## config.mk

```make
export PLATFORM = sky130hd
export DESIGN_NAME = smart_card_serial_control
export DESIGN_NICKNAME = d
export VERILOG_FILES = /design/src/rtl/sc_pkg.sv /design/src/rtl/clk_sel_if.sv /design/src/rtl/smart_card_serial_control.sv /design/src/rtl/sck_gen.sv
export SDC_FILE = /design/constraint.sdc
export NUM_CORES = 1
export LEC_CHECK = 0
export ABC_AREA = 1
export CAP_MARGIN = 30
export CORE_UTILIZATION = 57
export CTS_CLUSTER_DIAMETER = 60
export DETAILED_ROUTE_END_ITERATION = 8
export DONT_BUFFER_PORTS = 1
export MAX_ROUTING_LAYER = met4
export PLACE_DENSITY = 0.73
export SYNTH_ARGS = -nofsm -noshare
export SYNTH_HDL_FRONTEND = slang
export SYNTH_SLANG_ARGS = --single-unit
```

## constraint.sdc

```tcl
create_clock -name SYS_CLK -period 1.8 [get_ports SYS_CLK]
set_clock_uncertainty 0.1 [all_clocks]
set_input_delay 0.36 -clock SYS_CLK [delete_from_list [all_inputs] [get_ports SYS_CLK]]
set_output_delay 0.36 -clock SYS_CLK [all_outputs]
set_load 0.05 [all_outputs]
```

## src/rtl/sc_pkg.sv

```systemverilog
package sc_pkg;
  // register indices on the plain register port
  localparam logic [2:0] CTRL_ADDR  = 3'h0;
  localparam logic [2:0] STAT_ADDR  = 3'h1;
  localparam logic [2:0] MODE_ADDR  = 3'h2;
  localparam logic [2:0] CARD_ADDR  = 3'h3;
  localparam logic [2:0] TXBUF_ADDR = 3'h4;
  localparam logic [2:0] RXBUF_ADDR = 3'h5;
  // control_reg fields
  localparam int TX_ON_BIT      = 5;
  localparam int RX_ON_BIT      = 4;
  localparam int ADDR_IRQ_BIT   = 3;
  localparam int TXDONE_IRQ_BIT = 2;
  localparam int SEL_HI_BIT     = 1;
  localparam int SEL_LO_BIT     = 0;
  // status_reg fields
  localparam int TDE_BIT  = 7;
  localparam int RBF_BIT  = 6;
  localparam int OVR_BIT  = 5;
  localparam int FRM_BIT  = 4;
  localparam int PAR_BIT  = 3;
  localparam int TEND_BIT = 2;
  // mode_reg and card_mode_reg fields
  localparam int SYNC_BIT     = 7;
  localparam int GUARD_BIT    = 6;
  localparam int CARD_SEL_BIT = 0;
  // reset values
  localparam logic [7:0] CTRL_RST = 8'h00;
  localparam logic [7:0] MODE_RST = 8'h00;
  localparam logic [7:0] CARD_RST = 8'h00;
  localparam logic [7:0] BUF_RST  = 8'h00;
  localparam logic [7:0] ZERO8    = 8'h00;
  // frame: start, 8 data, parity, stop
  localparam logic [3:0] FRAME_LAST = 4'ha;
  localparam logic [3:0] DATA_LAST  = 4'h7;
  // clock pin selection codes
  localparam logic [1:0] SEL_OFF  = 2'b00;
  localparam logic [1:0] SEL_CLK  = 2'b01;
  typedef enum logic [1:0] {
    PIN_PORT = 2'b00,
    PIN_LOW  = 2'b01,
    PIN_HIGH = 2'b10,
    PIN_CLK  = 2'b11
  } pin_mode_t;
  typedef enum logic [0:0] {
    RX_IDLE  = 1'b0,
    RX_SHIFT = 1'b1
  } rx_state_t;
endpackage

```

## src/rtl/clk_sel_if.sv

```systemverilog
`timescale 1ns/10ps
interface clk_sel_if;
  logic [1:0] sel;
  logic       guard;
  logic       card;
  logic       pin_out;
  logic       pin_oe;
  modport ctrl (output sel, output guard, output card,
                input pin_out, input pin_oe);
  modport gen (input sel, input guard, input card,
               output pin_out, output pin_oe);
endinterface

```

## src/rtl/smart_card_serial_control.sv

```systemverilog
`timescale 1ns/10ps
module smart_card_serial_control
  import sc_pkg::*;
#(
  parameter int BIT_CYCLES  = 32,
  parameter int HALF_CYCLES = 10
)(
  input  wire logic       SYS_CLK,
  input  wire logic       NRST,
  input  wire logic [2:0] ADDR,
  input  wire logic [7:0] WDATA,
  input  wire logic       WR,
  input  wire logic       RD,
  output      logic [7:0] RDATA,
  input  wire logic       RXD,
  input  wire logic       SCK_IN,
  output      logic       TXD,
  output      logic       SCK_OUT,
  output      logic       SCK_OE
);
  localparam int DW = $clog2(BIT_CYCLES);
  localparam logic [DW-1:0] BIT_LAST = DW'(BIT_CYCLES - 1);
  localparam logic [DW-1:0] HALF_BIT = DW'(BIT_CYCLES / 2);

  logic [7:0]    control_reg;
  logic [7:0]    mode_reg;
  logic [7:0]    card_mode_reg;
  logic [7:0]    tx_buffer;
  logic [7:0]    rx_buffer;
  logic          tde, rbf, ovr, frm, par, tend;
  logic          rxd_m, rxd_s, rxd_d;
  logic          sck_m, sck_s, sck_d;
  logic          tx_busy;
  logic [10:0]   tx_sr;
  logic [3:0]    tx_cnt;
  logic [DW-1:0] tx_div;
  rx_state_t     rx_state;
  logic [10:0]   rx_sr;
  logic [3:0]    rx_cnt;
  logic [DW-1:0] rx_div;
  logic          tx_on, rx_on, sync_mode, stat_wr;
  logic          tx_load, tx_done, rx_sample, rx_last, rx_done;
  logic          rxd_fall, sck_rise;
  logic [10:0]   next_rx_sr;
  logic [7:0]    rx_data;
  clk_sel_if cs ();
  function automatic logic flag_next(logic cur, logic set, logic clr);
    return set | (cur & ~clr);
  endfunction

  assign tx_on     = control_reg[TX_ON_BIT];
  assign rx_on     = control_reg[RX_ON_BIT];
  assign sync_mode = mode_reg[SYNC_BIT];
  assign stat_wr   = WR && (ADDR == STAT_ADDR);

  // two-stage synchronisers, then edge history
  always_ff @(posedge SYS_CLK)
  begin
    if (!NRST)
    begin
      rxd_m <= 1'b1;
      rxd_s <= 1'b1;
      rxd_d <= 1'b1;
      sck_m <= 1'b0;
      sck_s <= 1'b0;
      sck_d <= 1'b0;
    end
    else
    begin
      rxd_m <= RXD;
      rxd_s <= rxd_m;
      rxd_d <= rxd_s;
      sck_m <= SCK_IN;
      sck_s <= sck_m;
      sck_d <= sck_s;
    end
  end
  // synchronised edges of the data and link clock lines
  assign rxd_fall = rxd_d && !rxd_s;
  assign sck_rise = sck_s && !sck_d;
  // plain read/write registers
  always_ff @(posedge SYS_CLK)
  begin
    if (!NRST)
    begin
      control_reg   <= CTRL_RST;
      mode_reg      <= MODE_RST;
      card_mode_reg <= CARD_RST;
      tx_buffer     <= BUF_RST;
    end
    else if (WR)
    begin
      if (ADDR == CTRL_ADDR)
        control_reg <= WDATA;
      else if (ADDR == MODE_ADDR)
        mode_reg <= WDATA;
      else if (ADDR == CARD_ADDR)
        card_mode_reg <= WDATA;
      else if (ADDR == TXBUF_ADDR)
        tx_buffer <= WDATA;
    end
  end

  // clock pin selection handed to the generator
  assign cs.sel   = control_reg[SEL_HI_BIT:SEL_LO_BIT];
  assign cs.guard = mode_reg[GUARD_BIT];
  assign cs.card  = card_mode_reg[CARD_SEL_BIT];
  assign SCK_OUT  = cs.pin_out;
  assign SCK_OE   = cs.pin_oe;
  sck_gen #(.HALF_CYCLES(HALF_CYCLES)) u_sck (
    .clk  (SYS_CLK),
    .nrst (NRST),
    .bus  (cs)
  );
  // transmit start once enabled, not busy and empty flag cleared
  assign tx_load = tx_on && !tde && !tx_busy;
  assign tx_done = tx_busy && (tx_div == BIT_LAST) && (tx_cnt == FRAME_LAST);
  // transmit shifter: start, data lsb first, even parity, stop
  always_ff @(posedge SYS_CLK)
  begin
    if (!NRST || !tx_on)
    begin
      tx_busy <= 1'b0;
      tx_sr   <= '1;
      tx_cnt  <= '0;
      tx_div  <= '0;
      TXD     <= 1'b1;
    end
    else if (tx_load)
    begin
      tx_sr   <= {1'b1, ^tx_buffer, tx_buffer, 1'b0};
      tx_busy <= 1'b1;
      tx_cnt  <= '0;
      tx_div  <= '0;
      TXD     <= 1'b1;
    end
    else
    begin
      TXD <= tx_busy ? tx_sr[0] : 1'b1;
      if (tx_busy)
      begin
        tx_div <= (tx_div == BIT_LAST) ? '0 : tx_div + 1'b1;
        if (tx_div == BIT_LAST)
        begin
          tx_sr   <= {1'b1, tx_sr[10:1]};
          tx_cnt  <= tx_cnt + 1'b1;
          tx_busy <= !tx_done;
        end
      end
    end
  end
  // receive sampling
  assign rx_sample  = (rx_state == RX_SHIFT) &&
                      (sync_mode ? sck_rise : (rx_div == BIT_LAST));
  assign rx_last    = (rx_cnt == (sync_mode ? DATA_LAST : FRAME_LAST));
  assign rx_done    = rx_on && rx_sample && rx_last;
  assign next_rx_sr = {rxd_s, rx_sr[10:1]};
  assign rx_data    = sync_mode ? next_rx_sr[10:3] : next_rx_sr[8:1];
  // receive sequencer
  always_ff @(posedge SYS_CLK)
  begin
    if (!NRST)
    begin
      rx_state <= RX_IDLE;
      rx_sr    <= '1;
      rx_cnt   <= '0;
      rx_div   <= '0;
    end
    else if (!rx_on)
      rx_state <= RX_IDLE;
    else
      case (rx_state)
        RX_IDLE:
        begin
          rx_cnt <= '0;
          if (sync_mode)
            rx_state <= RX_SHIFT;
          else if (rxd_fall)
          begin
            rx_state <= RX_SHIFT;
            rx_div   <= HALF_BIT;
          end
        end
        RX_SHIFT:
        begin
          rx_div <= (rx_div == BIT_LAST) ? '0 : rx_div + 1'b1;
          if (rx_sample)
          begin
            rx_sr  <= next_rx_sr;
            rx_cnt <= rx_cnt + 1'b1;
            if (rx_last)
              rx_state <= RX_IDLE;
          end
        end
        default: rx_state <= RX_IDLE;
      endcase
  end

  // status flags: hardware set wins, software may only clear
  always_ff @(posedge SYS_CLK)
  begin
    if (!NRST)
    begin
      tde       <= 1'b1;
      tend      <= 1'b1;
      rbf       <= 1'b0;
      ovr       <= 1'b0;
      frm       <= 1'b0;
      par       <= 1'b0;
      rx_buffer <= BUF_RST;
    end
    else
    begin
      tde  <= flag_next(tde, !tx_on || tx_load, stat_wr && !WDATA[TDE_BIT]);
      tend <= flag_next(tend, tx_done && tde, stat_wr && !WDATA[TDE_BIT]);
      // rx_on clearing touches none of these
      rbf <= flag_next(rbf, rx_done && !rbf, stat_wr && !WDATA[RBF_BIT]);
      ovr <= flag_next(ovr, rx_done && rbf, stat_wr && !WDATA[OVR_BIT]);
      frm <= flag_next(frm, rx_done && !sync_mode && !next_rx_sr[10],
                       stat_wr && !WDATA[FRM_BIT]);
      par <= flag_next(par, rx_done && !sync_mode && (^next_rx_sr[9:1]),
                       stat_wr && !WDATA[PAR_BIT]);
      if (rx_done && !rbf)
        rx_buffer <= rx_data;
    end
  end

  // read data, valid only in the cycle after the read strobe
  always_ff @(posedge SYS_CLK)
  begin
    if (!NRST || !RD)
      RDATA <= ZERO8;
    else if (ADDR == CTRL_ADDR)
      RDATA <= control_reg;
    else if (ADDR == STAT_ADDR)
      RDATA <= {tde, rbf, ovr, frm, par, tend, 2'b00};
    else if (ADDR == MODE_ADDR)
      RDATA <= mode_reg;
    else if (ADDR == CARD_ADDR)
      RDATA <= card_mode_reg;
    else if (ADDR == TXBUF_ADDR)
      RDATA <= tx_buffer;
    else if (ADDR == RXBUF_ADDR)
      RDATA <= rx_buffer;
    else
      RDATA <= ZERO8;
  end
endmodule

```

## src/rtl/sck_gen.sv

```systemverilog
`timescale 1ns/10ps
module sck_gen
  import sc_pkg::*;
#(
  parameter int HALF_CYCLES = 10
)(
  input wire logic   clk,
  input wire logic   nrst,
  clk_sel_if.gen     bus
);
  localparam int CW = $clog2(HALF_CYCLES + 1);
  localparam logic [CW-1:0] HALF_LAST = CW'(HALF_CYCLES - 1);
  localparam int SWITCH_LIM = 2 * HALF_CYCLES + 2;

  logic [CW-1:0] cnt;
  logic          level;
  pin_mode_t     mode;
  pin_mode_t     req;
  pin_mode_t     eff;
  logic          wrap;
  logic          fall;
  logic          next_level;

  // decode of the requested pin function
  always_comb
  begin
    if (bus.card && bus.guard)
      req = bus.sel[0] ? PIN_CLK : (bus.sel[1] ? PIN_HIGH : PIN_LOW);
    else
      req = (bus.sel == SEL_CLK) ? PIN_CLK : PIN_PORT;
  end

  assign wrap       = (cnt == HALF_LAST);
  assign fall       = wrap && level;
  assign next_level = wrap ? ~level : level;
  // new selection only at a falling edge, so no short pulse
  assign eff        = fall ? req : mode;

  // free-running divided clock
  always_ff @(posedge clk)
  begin
    if (!nrst)
    begin
      cnt   <= '0;
      level <= 1'b0;
    end
    else
    begin
      cnt   <= wrap ? '0 : cnt + 1'b1;
      level <= next_level;
    end
  end

  // applied pin function, reread during operation
  always_ff @(posedge clk)
  begin
    if (!nrst)
      mode <= PIN_PORT;
    else if (fall)
      mode <= req;
  end

  // pin drive
  always_ff @(posedge clk)
  begin
    if (!nrst)
    begin
      bus.pin_out <= 1'b0;
      bus.pin_oe  <= 1'b0;
    end
    else
    begin
      bus.pin_out <= (eff == PIN_CLK) ? next_level : (eff == PIN_HIGH);
      bus.pin_oe  <= (eff != PIN_PORT);
    end
  end
endmodule

```

Word-level counts from Yosys, hierarchy flattened
Cells that the tools add are included.
{ "totals": {"ff_bits": 111, "input_bits": 17, "output_inout_bits": 11} }
{ "op_classes": {"n_addsub": 5, "n_eq_ne": 16, "muxes": 34, "n_bitwise": 24, "n_reduce_logical": 60} }
{ "op_table": {"columns": ["op", "count"], "rows": [
  ["2-to-1 mux 8 bit", 7],
  ["2-to-1 mux 10 bit", 3],
  ["logical AND 1 bit", 23],
  ["2-to-1 mux 5 bit", 4],
  ["logical NOT 1 bit", 15],
  ["adder 4 x 1 -> 4 bit (second input constant)", 3],
  ["inverter 1 bit", 12],
  ["adder 5 x 1 -> 5 bit (second input constant)", 2],
  ["equality test 5 bit (second input constant)", 2],
  ["2-to-1 mux 1 bit", 10],
  ["2-to-1 mux 2 bit", 5],
  ["case mux 5 bit (2 select lines)", 1],
  ["AND reduction 2 bit", 5],
  ["AND reduction 3 bit", 3],
  ["XOR reduction 9 bit", 1],
  ["equality test 4 bit (second input constant)", 2],
  ["2-to-1 mux 4 bit", 2],
  ["case mux 4 bit (2 select lines)", 1],
  ["XOR reduction 8 bit", 1],
  ["AND 1 bit", 6],
  ["equality test 3 x 2 -> 1 bit (second input constant)", 2],
  ["equality test 3 bit (second input constant)", 2],
  ["bitwise OR 1 bit", 6],
  ["nonzero test 2 bit", 3],
  ["13 further kinds", 18]
]} }

Logic depth before layout (Yosys ltp)
Gate-level depths: netlist of run 1.
{ "depth": {"ltp_word": 9, "ltp_mapped": 13, "mapped_depth_nobuf": 12} }

Modules after synthesis
From an unflattened synthesis of run 1, not the netlist that was laid out.
{ "unflattened": {"cells_unflattened": 632, "hier_area_um2": 4760.8} }
{ "modules_own_cells": {"columns": ["mod", "instances", "cells_per_inst", "area_each_um2"], "rows": [
  ["smart_card_serial_control", 1, 586, 4383.0],
  ["sck_gen", 1, 46, 377.9]
]} }

Worst setup path after synthesis of run 1
OpenSTA, ideal clock, no wires.
{ "synth_path": {"kind": "register -> register", "startpoint": "reg rx_div[0]", "endpoint": "reg rx_buffer[0]", "arrival_ns": 1.552, "path_slack_ns": 0.035, "stages_incl_launch_ff": 13, "path_buffers": 1, "cell_sequence": "dfxtp_1 ha_1 nand2_1 nor2_1 ha_1 nand2_1 nand2_2 nand2_2 nor2_4 nand3_4 buf_6 nor2_1 nor2_1"} }
{ "synth_between": {"elab_chain_cells": 6} }
{ "synth_rtl": {"columns": ["item", "line", "rtl"], "rows": [
  ["from (decl)", "smart_card_serial_control.sv:40", "logic [DW-1:0] rx_div;"],
  ["from (signal assigned)", "smart_card_serial_control.sv:186", "rx_div <= (rx_div == BIT_LAST) ? '0 : rx_div + 1'b1;"],
  ["equality test 5 bit", "smart_card_serial_control.sv:154", "(sync_mode ? sck_rise : (rx_div == BIT_LAST));"],
  ["2-to-1 mux 1 bit", "smart_card_serial_control.sv:154", null],
  ["logical AND 1 bit", "smart_card_serial_control.sv:153", "assign rx_sample = (rx_state == RX_SHIFT) &&"],
  ["logical AND 1 bit (2 in series)", "smart_card_serial_control.sv:156", "assign rx_done = rx_on && rx_sample && rx_last;"],
  ["logical AND 1 bit", "smart_card_serial_control.sv:223", "if (rx_done && !rbf)"],
  ["to (signal assigned)", "smart_card_serial_control.sv:224", "rx_buffer <= rx_data;"],
  ["to (decl)", "smart_card_serial_control.sv:29", "logic [7:0] rx_buffer;"]
]} }
Every way passes these cells.
A chain may end at the register's enable or synchronous reset.

Worst setup path after layout of run 1
Ends and elaborated chain as after synthesis.

==> results.tsv, run 1 <==
stage	metric	value	unit
status	run status	finished with violations	
status	failing checks	hold timing, setup timing	
clocking	H-tree levels	3	
sta	TNS Setup	-0.136	ns
power	combinational power share	0.046	
floorplanning	Site Rows	32	
setup_path	crit path kind	reg2reg	
power	Max rail drop VDD	0.610	mV
cells_and_area	Largest regs	tx_sr x10, rx_sr x9	
worst_hold_path	hold wc startpoint	NRST	
detailed_routing	WL final	11.1	mm
logic_synthesis	Mapped Area	4760	sq um
global_route	largest net degree at the start of global routing	32	
clocking	clk buf depth	2	
cells_and_area	nets	686	
power	sw frac	0.243	
setup_path	CP Cell Sequence	ha_4, nand2_2, nor2_2, ha_2, nand2_2, nand2_2, nand2_2, nor2_4, buf_6, nand3_4, nor2_1, nor2_1	
detailed_routing	Routed WL per cell	14.4	microns
setup_path	Crit path depth	12	
setup_path	critical path's most frequent cell	nand2_2	
global_route	vias in the first global route	3905	
setup_path	R2R Path End	rx_buffer[0]	
clocking	TritonCTS clock tree	yes	
placement	RePlAce Congestion	0.834	
power	power per cell area	799	nW/um^2
global_route	global-route usage over all layers	0.270	
sta	worst slew pin tran	0.635	ns
sta	setup slack after layout	-0.0356	ns
sta	Hold Slack	-0.00186	ns
clocking	clk sinks	109	
setup_path	crit-path max FO	5	
setup_path	reg2reg path depth	12	
cells_and_area	most frequent cells in the layout	155 x nand2_1, 107 x dfxtp_1, 69 x inv_1	
sta	Final Hold Viols	1	
placement	dpl hpwl	7.46	mm
worst_hold_path	WHS Endpoint	rx_buffer[7]	
floorplanning	die area	8730	sq um
clocking	Root Buffer	clkbuf_8	
logic_synthesis	Synth Instances	643	
placement	Port Buffers	0	
detailed_routing	Starting DRT DRC Count	193	
setup_path	Buf/Inv on CP	1	
logic_synthesis	Synth Net Count	670	
floorplanning	die height	93.4	microns
clocking	Num CTS Buffers	9	
sta	Fmax	545	MHz
logic_synthesis	syn avg cell area	7.41	sq um
setup_path	cell with the biggest individual delay on the critical path	dfxtp_2	
cells_and_area	largest reg by FF count	tx_sr	
sta	Pins Over Slew Limit	0	
power	Power Total	4.22	mW
sta	slew margin rel.	0.575	
clocking	Reg clk slew, reported paths	0.11	ns
run	# Max-Cap Violations	0	
detailed_routing	Vias/cell	5.48	
floorplanning	I/O pin count	28	
detailed_routing	via count	4200	
logic_synthesis	register bit total from synthesis	109	
logic_synthesis	synth unique cells	34	
sta	unrepaired setup endpoints after global routing	yes	
detailed_routing	Initial DRT Pass Iterations	4	
setup_path	CP top delay family	simple AND/OR/NAND/NOR gates	
worst_hold_path	Hold Path Depth	2	
global_route	GRT overflow	0	
setup_path	RR Startpoint	rx_div[0]	
setup_path	Setup crit start kind	register	
sta	final setup fails	5	
worst_hold_path	Worst Hold Class	in2reg	
cells_and_area	commonest non-fill, non-tap cell in the layout	nand2_1	
cells_and_area	layout cell share with drive strength beyond 1	0.102	
floorplanning	starting density of the core	0.604	
cells_and_area	max FFs per register	10	
setup_path	Crit. End Element	register	
detailed_routing	# DRC	0	
global_route	first-pass GRT wire length	17.9	mm
cells_and_area	Layout area overhead	10.7	%
setup_path	CP required	1.97	ns
logic_synthesis	register area share after synthesis	0.458	
setup_path	Worst R2R Setup Slack	-0.04	ns
setup_path	peak per-stage delay on the critical path	0.37	ns
power	Clk network pwr share	0.365	
sta	Final Cycle Share	1.02	
cells_and_area	number of diodes	0	
cells_and_area	final core utilization	0.669	
setup_path	Crit path arrival time	2.00	ns
power	Net Sw Power	1.03	mW
power	Flop pwr share	0.589	
clocking	clk_lat worst skew	0.37	ns
detailed_routing	post-route ant nets	0	
sta	crit path time final	1.84	ns
floorplanning	Core Footprint	7890	sq um
floorplanning	chip width	93.4	microns
global_route	initial antenna violation count	0	
power	leakage dissipation	2.18	nW
logic_synthesis	Synth warnings	0	
power	Pint	3.19	mW
per-stage QoR:
step | cells | setup WS [ns] | instance area [sq um]
after floorplan | 643 | 0.0353 | 4760
after global placement | 738 | 0.0726 | 4900
after detailed placement | 738 | -0.0292 | 4900
after CTS | 762 | 0.00106 | 5200
after global routing | 766 | -0.151 | 5270
final | 766 | -0.0356 | 5270
what timing repair did:
item                       in CTS  in global routing
hold buffers                    4                  1
buffers inserted                2                  3
gates cloned                    2                  0
setup endpoints to repair       8                 14
hold endpoints to repair       15                  1
gates resized for setup         7                 12
pin swaps                       2                  6
per-layer routing:
metal	global-route usage	up-vias	wire length, microns
met1	0.326	1949	5070
met4	0.0692	0	175
li1	-	2133	-
met2	0.456	104	5160
met3	0.0626	14	646
met5	-	-	0
power by group through the flow:
stage,Sequential [mW],Clock (mW),Combinational [mW]
after floorplan,2.53,0,0.154
after global placement,2.54,0,0.170
after detailed placement,2.54,0,0.174
after CTS,2.48,1.56,0.189
after global routing,2.49,1.65,0.217
final,2.48,1.54,0.194
area by class of cell:
type                    instances  area (sq um)
clock buffers                  10           128
flip-flops and latches        109          2180
multi-input cells             439          2260
fillers                       679          2610
inverters                      74           278
repair buffers                 26           219
clock inverters                 6          76.3
well taps                     102           128
Yosys cell counts:
master	number	area [sq um]
a21oi_1	59	295
nor2_2	1	6.26
ha_1	10	125
nor3_1	3	15.0
a31oi_1	6	37.5
buf_6	2	22.5
o2111ai_1	8	70.1
nor2_4	1	11.3
nand2_1	160	601
and3_1	1	6.26
inv_2	2	7.51
clkinv_1	2	7.51
clkbuf_1	9	33.8
inv_1	70	263
or2_2	5	31.3
nor2_1	53	199
o21ai_0	44	220
a22oi_1	1	7.51
nand3_4	1	17.5
a311oi_1	1	8.76
nand2_2	5	31.3
xor2_1	9	78.8
o211ai_1	10	75.1
nand3_2	1	10.0
nor3_2	1	10.0
dfxtp_1	109	2180
buf_1	2	7.51
o22ai_1	11	68.8
nand3_1	37	185
a221o_1	1	10.0
buf_2	9	45.0
xnor2_1	7	61.3
buf_4	1	7.51
nand4_1	1	6.26
cell families (layout without fill, tap and decap cells):
kind of cell,after synthesis,count (layout),synth area share
AOI/OAI and AO/OA,141,141,0.166
xor gates and xnor gates,16,16,0.0294
adders and majority gates,10,10,0.0263
buffers and inverters,97,116,0.0827
DFF,109,109,0.458
and+or+nand+nor,270,272,0.237
worst max-delay path by stage:
stage	from	endpoint	slack [ns]
3_5_place_dp	rx_div[1]	rx_buffer[1]	-0.03
4_1_cts	rx_div[0]	rx_buffer[2]	0.001
5_1_grt	rx_div[0]	rx_buffer[6]	-0.15
6_report	rx_div[0]	rx_buffer[0]	-0.04
2_1_floorplan	rx_div[0]	rx_buffer[0]	0.04
3_3_place_gp	rx_div[1]	rx_buffer[0]	0.07
worst register-to-register path: cells and delay by family (launching register included):
family | cells | cell delay (ns)
simple gates | 9 | 0.80
flops | 1 | 0.37
fa+ha+maj | 2 | 0.33
buf+inv | 1 | 0.14
Note: power is estimated with default switching activity, not from simulation.
==> inputs of run 2 (changes only) <==
- CELL_PAD_IN_SITES_DETAIL_PLACEMENT: not set -> 0
- CELL_PAD_IN_SITES_GLOBAL_PLACEMENT: not set -> 2
- CORE_UTILIZATION: 57 -> 33
- PLACE_DENSITY: 0.73 -> 0.72
==> run 2 against run 1 <==
Combinational power rose by 2%. Sequential power barely moved. Register-to-register slack about the same. Cell count rose by 11%. Count of clock-buffer cells in the layout is the same. Worst hold slack improved by 0.030 ns. Sequential share of layout area is 1.9 points lower. Non-clock buffer count increased by 4. Maximum frequency grew 0.66%. First-iteration DRC count is 24% higher. The flow finishes with violations (setup timing). Sequential cell count is the same. Critical endpoint unchanged. Via count is 1.4% lower.
==> results.tsv, run 2 (synthesized netlist as in run 1, its figures left out) <==
stage	metric	value	unit
status	run status	finished with violations	
status	failing checks	setup timing	
global_route	global-route usage over all layers	0.189	
detailed_routing	Metal-1 WL	6.35	mm
sta	final setup fails	3	
placement	Port Buffers	0	
cells_and_area	layout cell share with drive strength beyond 1	0.114	
clocking	H-tree levels	3	
global_route	GRT overflow	0	
floorplanning	Core Footprint	14000	sq um
setup_path	crit-path max FO	8	
cells_and_area	Layout area overhead	16.0	%
detailed_routing	Vias/cell	4.89	
power	power per cell area	899	nW/um^2
detailed_routing	WL final	12.8	mm
setup_path	CP required	1.99	ns
power	Flop pwr share	0.499	
cells_and_area	final core utilization	0.395	
floorplanning	starting density of the core	0.341	
power	Net Sw Power	1.09	mW
global_route	first-pass GRT wire length	20.5	mm
sta	Pins Over Slew Limit	0	
clocking	Reg clk slew, reported paths	0.07	ns
power	leakage dissipation	2.28	nW
sta	crit path time final	1.82	ns
setup_path	critical path's most frequent cell	nand2_2	
cells_and_area	most frequent cells in the layout	155 x nand2_1, 107 x dfxtp_1, 69 x inv_1	
global_route	initial antenna violation count	0	
placement	dpl hpwl	9.11	mm
power	sw frac	0.219	
setup_path	CP Cell Sequence	ha_4, nand2_4, nor2_2, ha_2, nand2_2, nand2_2, nand2_2, nor2_4, nand3_4, nand2_1, nand2_1, nor2_1	
global_route	vias in the first global route	3925	
power	Clk network pwr share	0.461	
detailed_routing	Starting DRT DRC Count	239	
floorplanning	Site Rows	43	
floorplanning	die height	122	microns
global_route	largest net degree at the start of global routing	44	
floorplanning	die area	14900	sq um
run	# Max-Cap Violations	0	
floorplanning	I/O pin count	28	
power	Pint	3.88	mW
cells_and_area	Largest regs	tx_sr x10, rx_sr x9	
setup_path	Setup crit start kind	register	
detailed_routing	post-route ant nets	0	
detailed_routing	WL met2	5.87	mm
clocking	clk_lat worst skew	0.35	ns
clocking	clk buf depth	2	
detailed_routing	max layer used	met4	
placement	dpl cell area	5060	sq um
placement	RePlAce Congestion	0.795	
sta	Final Hold Viols	0	
sta	unrepaired setup endpoints after global routing	yes	
power	combinational power share	0.040	
power	Max rail drop VDD	0.534	mV
cells_and_area	max FFs per register	10	
detailed_routing	Routed WL per cell	15.1	microns
setup_path	cell with the biggest individual delay on the critical path	dfxtp_2	
detailed_routing	WL met3	438	microns
clocking	TritonCTS clock tree	yes	
detailed_routing	via count	4143	
clocking	clk sinks	109	
sta	slew margin rel.	0.668	
setup_path	Crit. End Element	register	
cells_and_area	nets	690	
sta	Fmax	548	MHz
cells_and_area	fill cell total of the finished layout	1455	
worst_hold_path	Worst Hold Class	in2reg	
cells_and_area	fin area	5530	sq um
clocking	Root Buffer	clkbuf_16	
clocking	Num CTS Buffers	9	
cells_and_area	number of diodes	0	
detailed_routing	# DRC	0	
floorplanning	chip width	122	microns
cells_and_area	commonest non-fill, non-tap cell in the layout	nand2_1	
setup_path	peak per-stage delay on the critical path	0.36	ns
detailed_routing	Initial DRT Pass Iterations	5	
sta	worst slew pin tran	0.497	ns
sta	setup slack after layout	-0.0235	ns
sta	Final Cycle Share	1.01	
setup_path	crit path kind	reg2reg	
cells_and_area	largest reg by FF count	tx_sr	
setup_path	Crit path arrival time	2.01	ns
-- run 2: cell count changes in the layout (fill, tap and decap cells not counted), moves of 2 or more --
cell	before	now
bufinv_16	1	3
clkinv_2	0	2
dlygate4sd3_1	5	2
buf_4	18	28
buf_6	3	0
inv_6	3	1
clkbuf_8	9	0
clkbuf_16	0	9
-- run 2: per-stage QoR --
step	total power [mW]	worst slack [ns]	hold WS [ns]	TNS, ns	std cells
floorplan	2.68	0.0353	0.290	0	643
global placement	2.73	0.0336	0.299	0	825
detailed placement	2.73	-0.0175	0.297	-0.0887	825
CTS	5.01	-0.0231	0.000717	-0.0415	847
global route	5.13	-0.172	0.0246	-1.14	848
finish	4.97	-0.0235	0.0281	-0.0374	848
-- run 2: critical path: cells and delay by family, from the launching register on --
family                     cells  cell delay, ns
and+or+nand+nor               10            0.96
adders and majority gates      2            0.34
DFF                            1            0.36
-- run 2: cell type report --
| cell class | count | area [sq um] | share of cell area |
|---|---|---|---|
| tap | 180 | 225 | 0.0408 |
| clock buffer | 10 | 229 | 0.0414 |
| multi-input combinational | 439 | 2270 | 0.411 |
| timing repair buffer | 30 | 230 | 0.0417 |
| sequential | 109 | 2180 | 0.395 |
| clock inverter | 6 | 109 | 0.0197 |
| inverter | 74 | 278 | 0.0503 |
-- run 2: routing by layer --
metal,vias up,global-route usage
met2,69,0.292
met5,-,-
met3,11,0.0314
met4,0,0.0655
met1,1921,0.247
li1,2142,-
-- run 2: path summary, 6_finish.rpt --
check / startpoint / depth (start not counted) / endpoint / slack [ns]
worst max-delay path: rx_div[1] / 12 / rx_buffer[0] / -0.02
worst min register to register: rxd_m / 1 / rxd_s / 0.31
worst max register to register: rx_div[1] / 12 / rx_buffer[0] / -0.02
worst min-delay path: SCK_IN / 2 / sck_m / 0.03
-- run 2: power by group through the flow --
stage                     clock network, mW  registers (mW)  logic, mW
after global placement                    0            2.54      0.191
after detailed placement                  0            2.54      0.192
after global routing                   2.42            2.48      0.224
final                                  2.29            2.48      0.198
after floorplan                           0            2.53      0.154
after CTS                              2.33            2.48      0.200
-- run 2: what timing repair did --
action                     CTS  global route
hold buffers                 2             0
hold endpoints to repair     4             0
resized for setup            9             9
buffers inserted             2             1
pin swaps                    9             2
setup endpoints to repair    9            22
cloned                       2             0
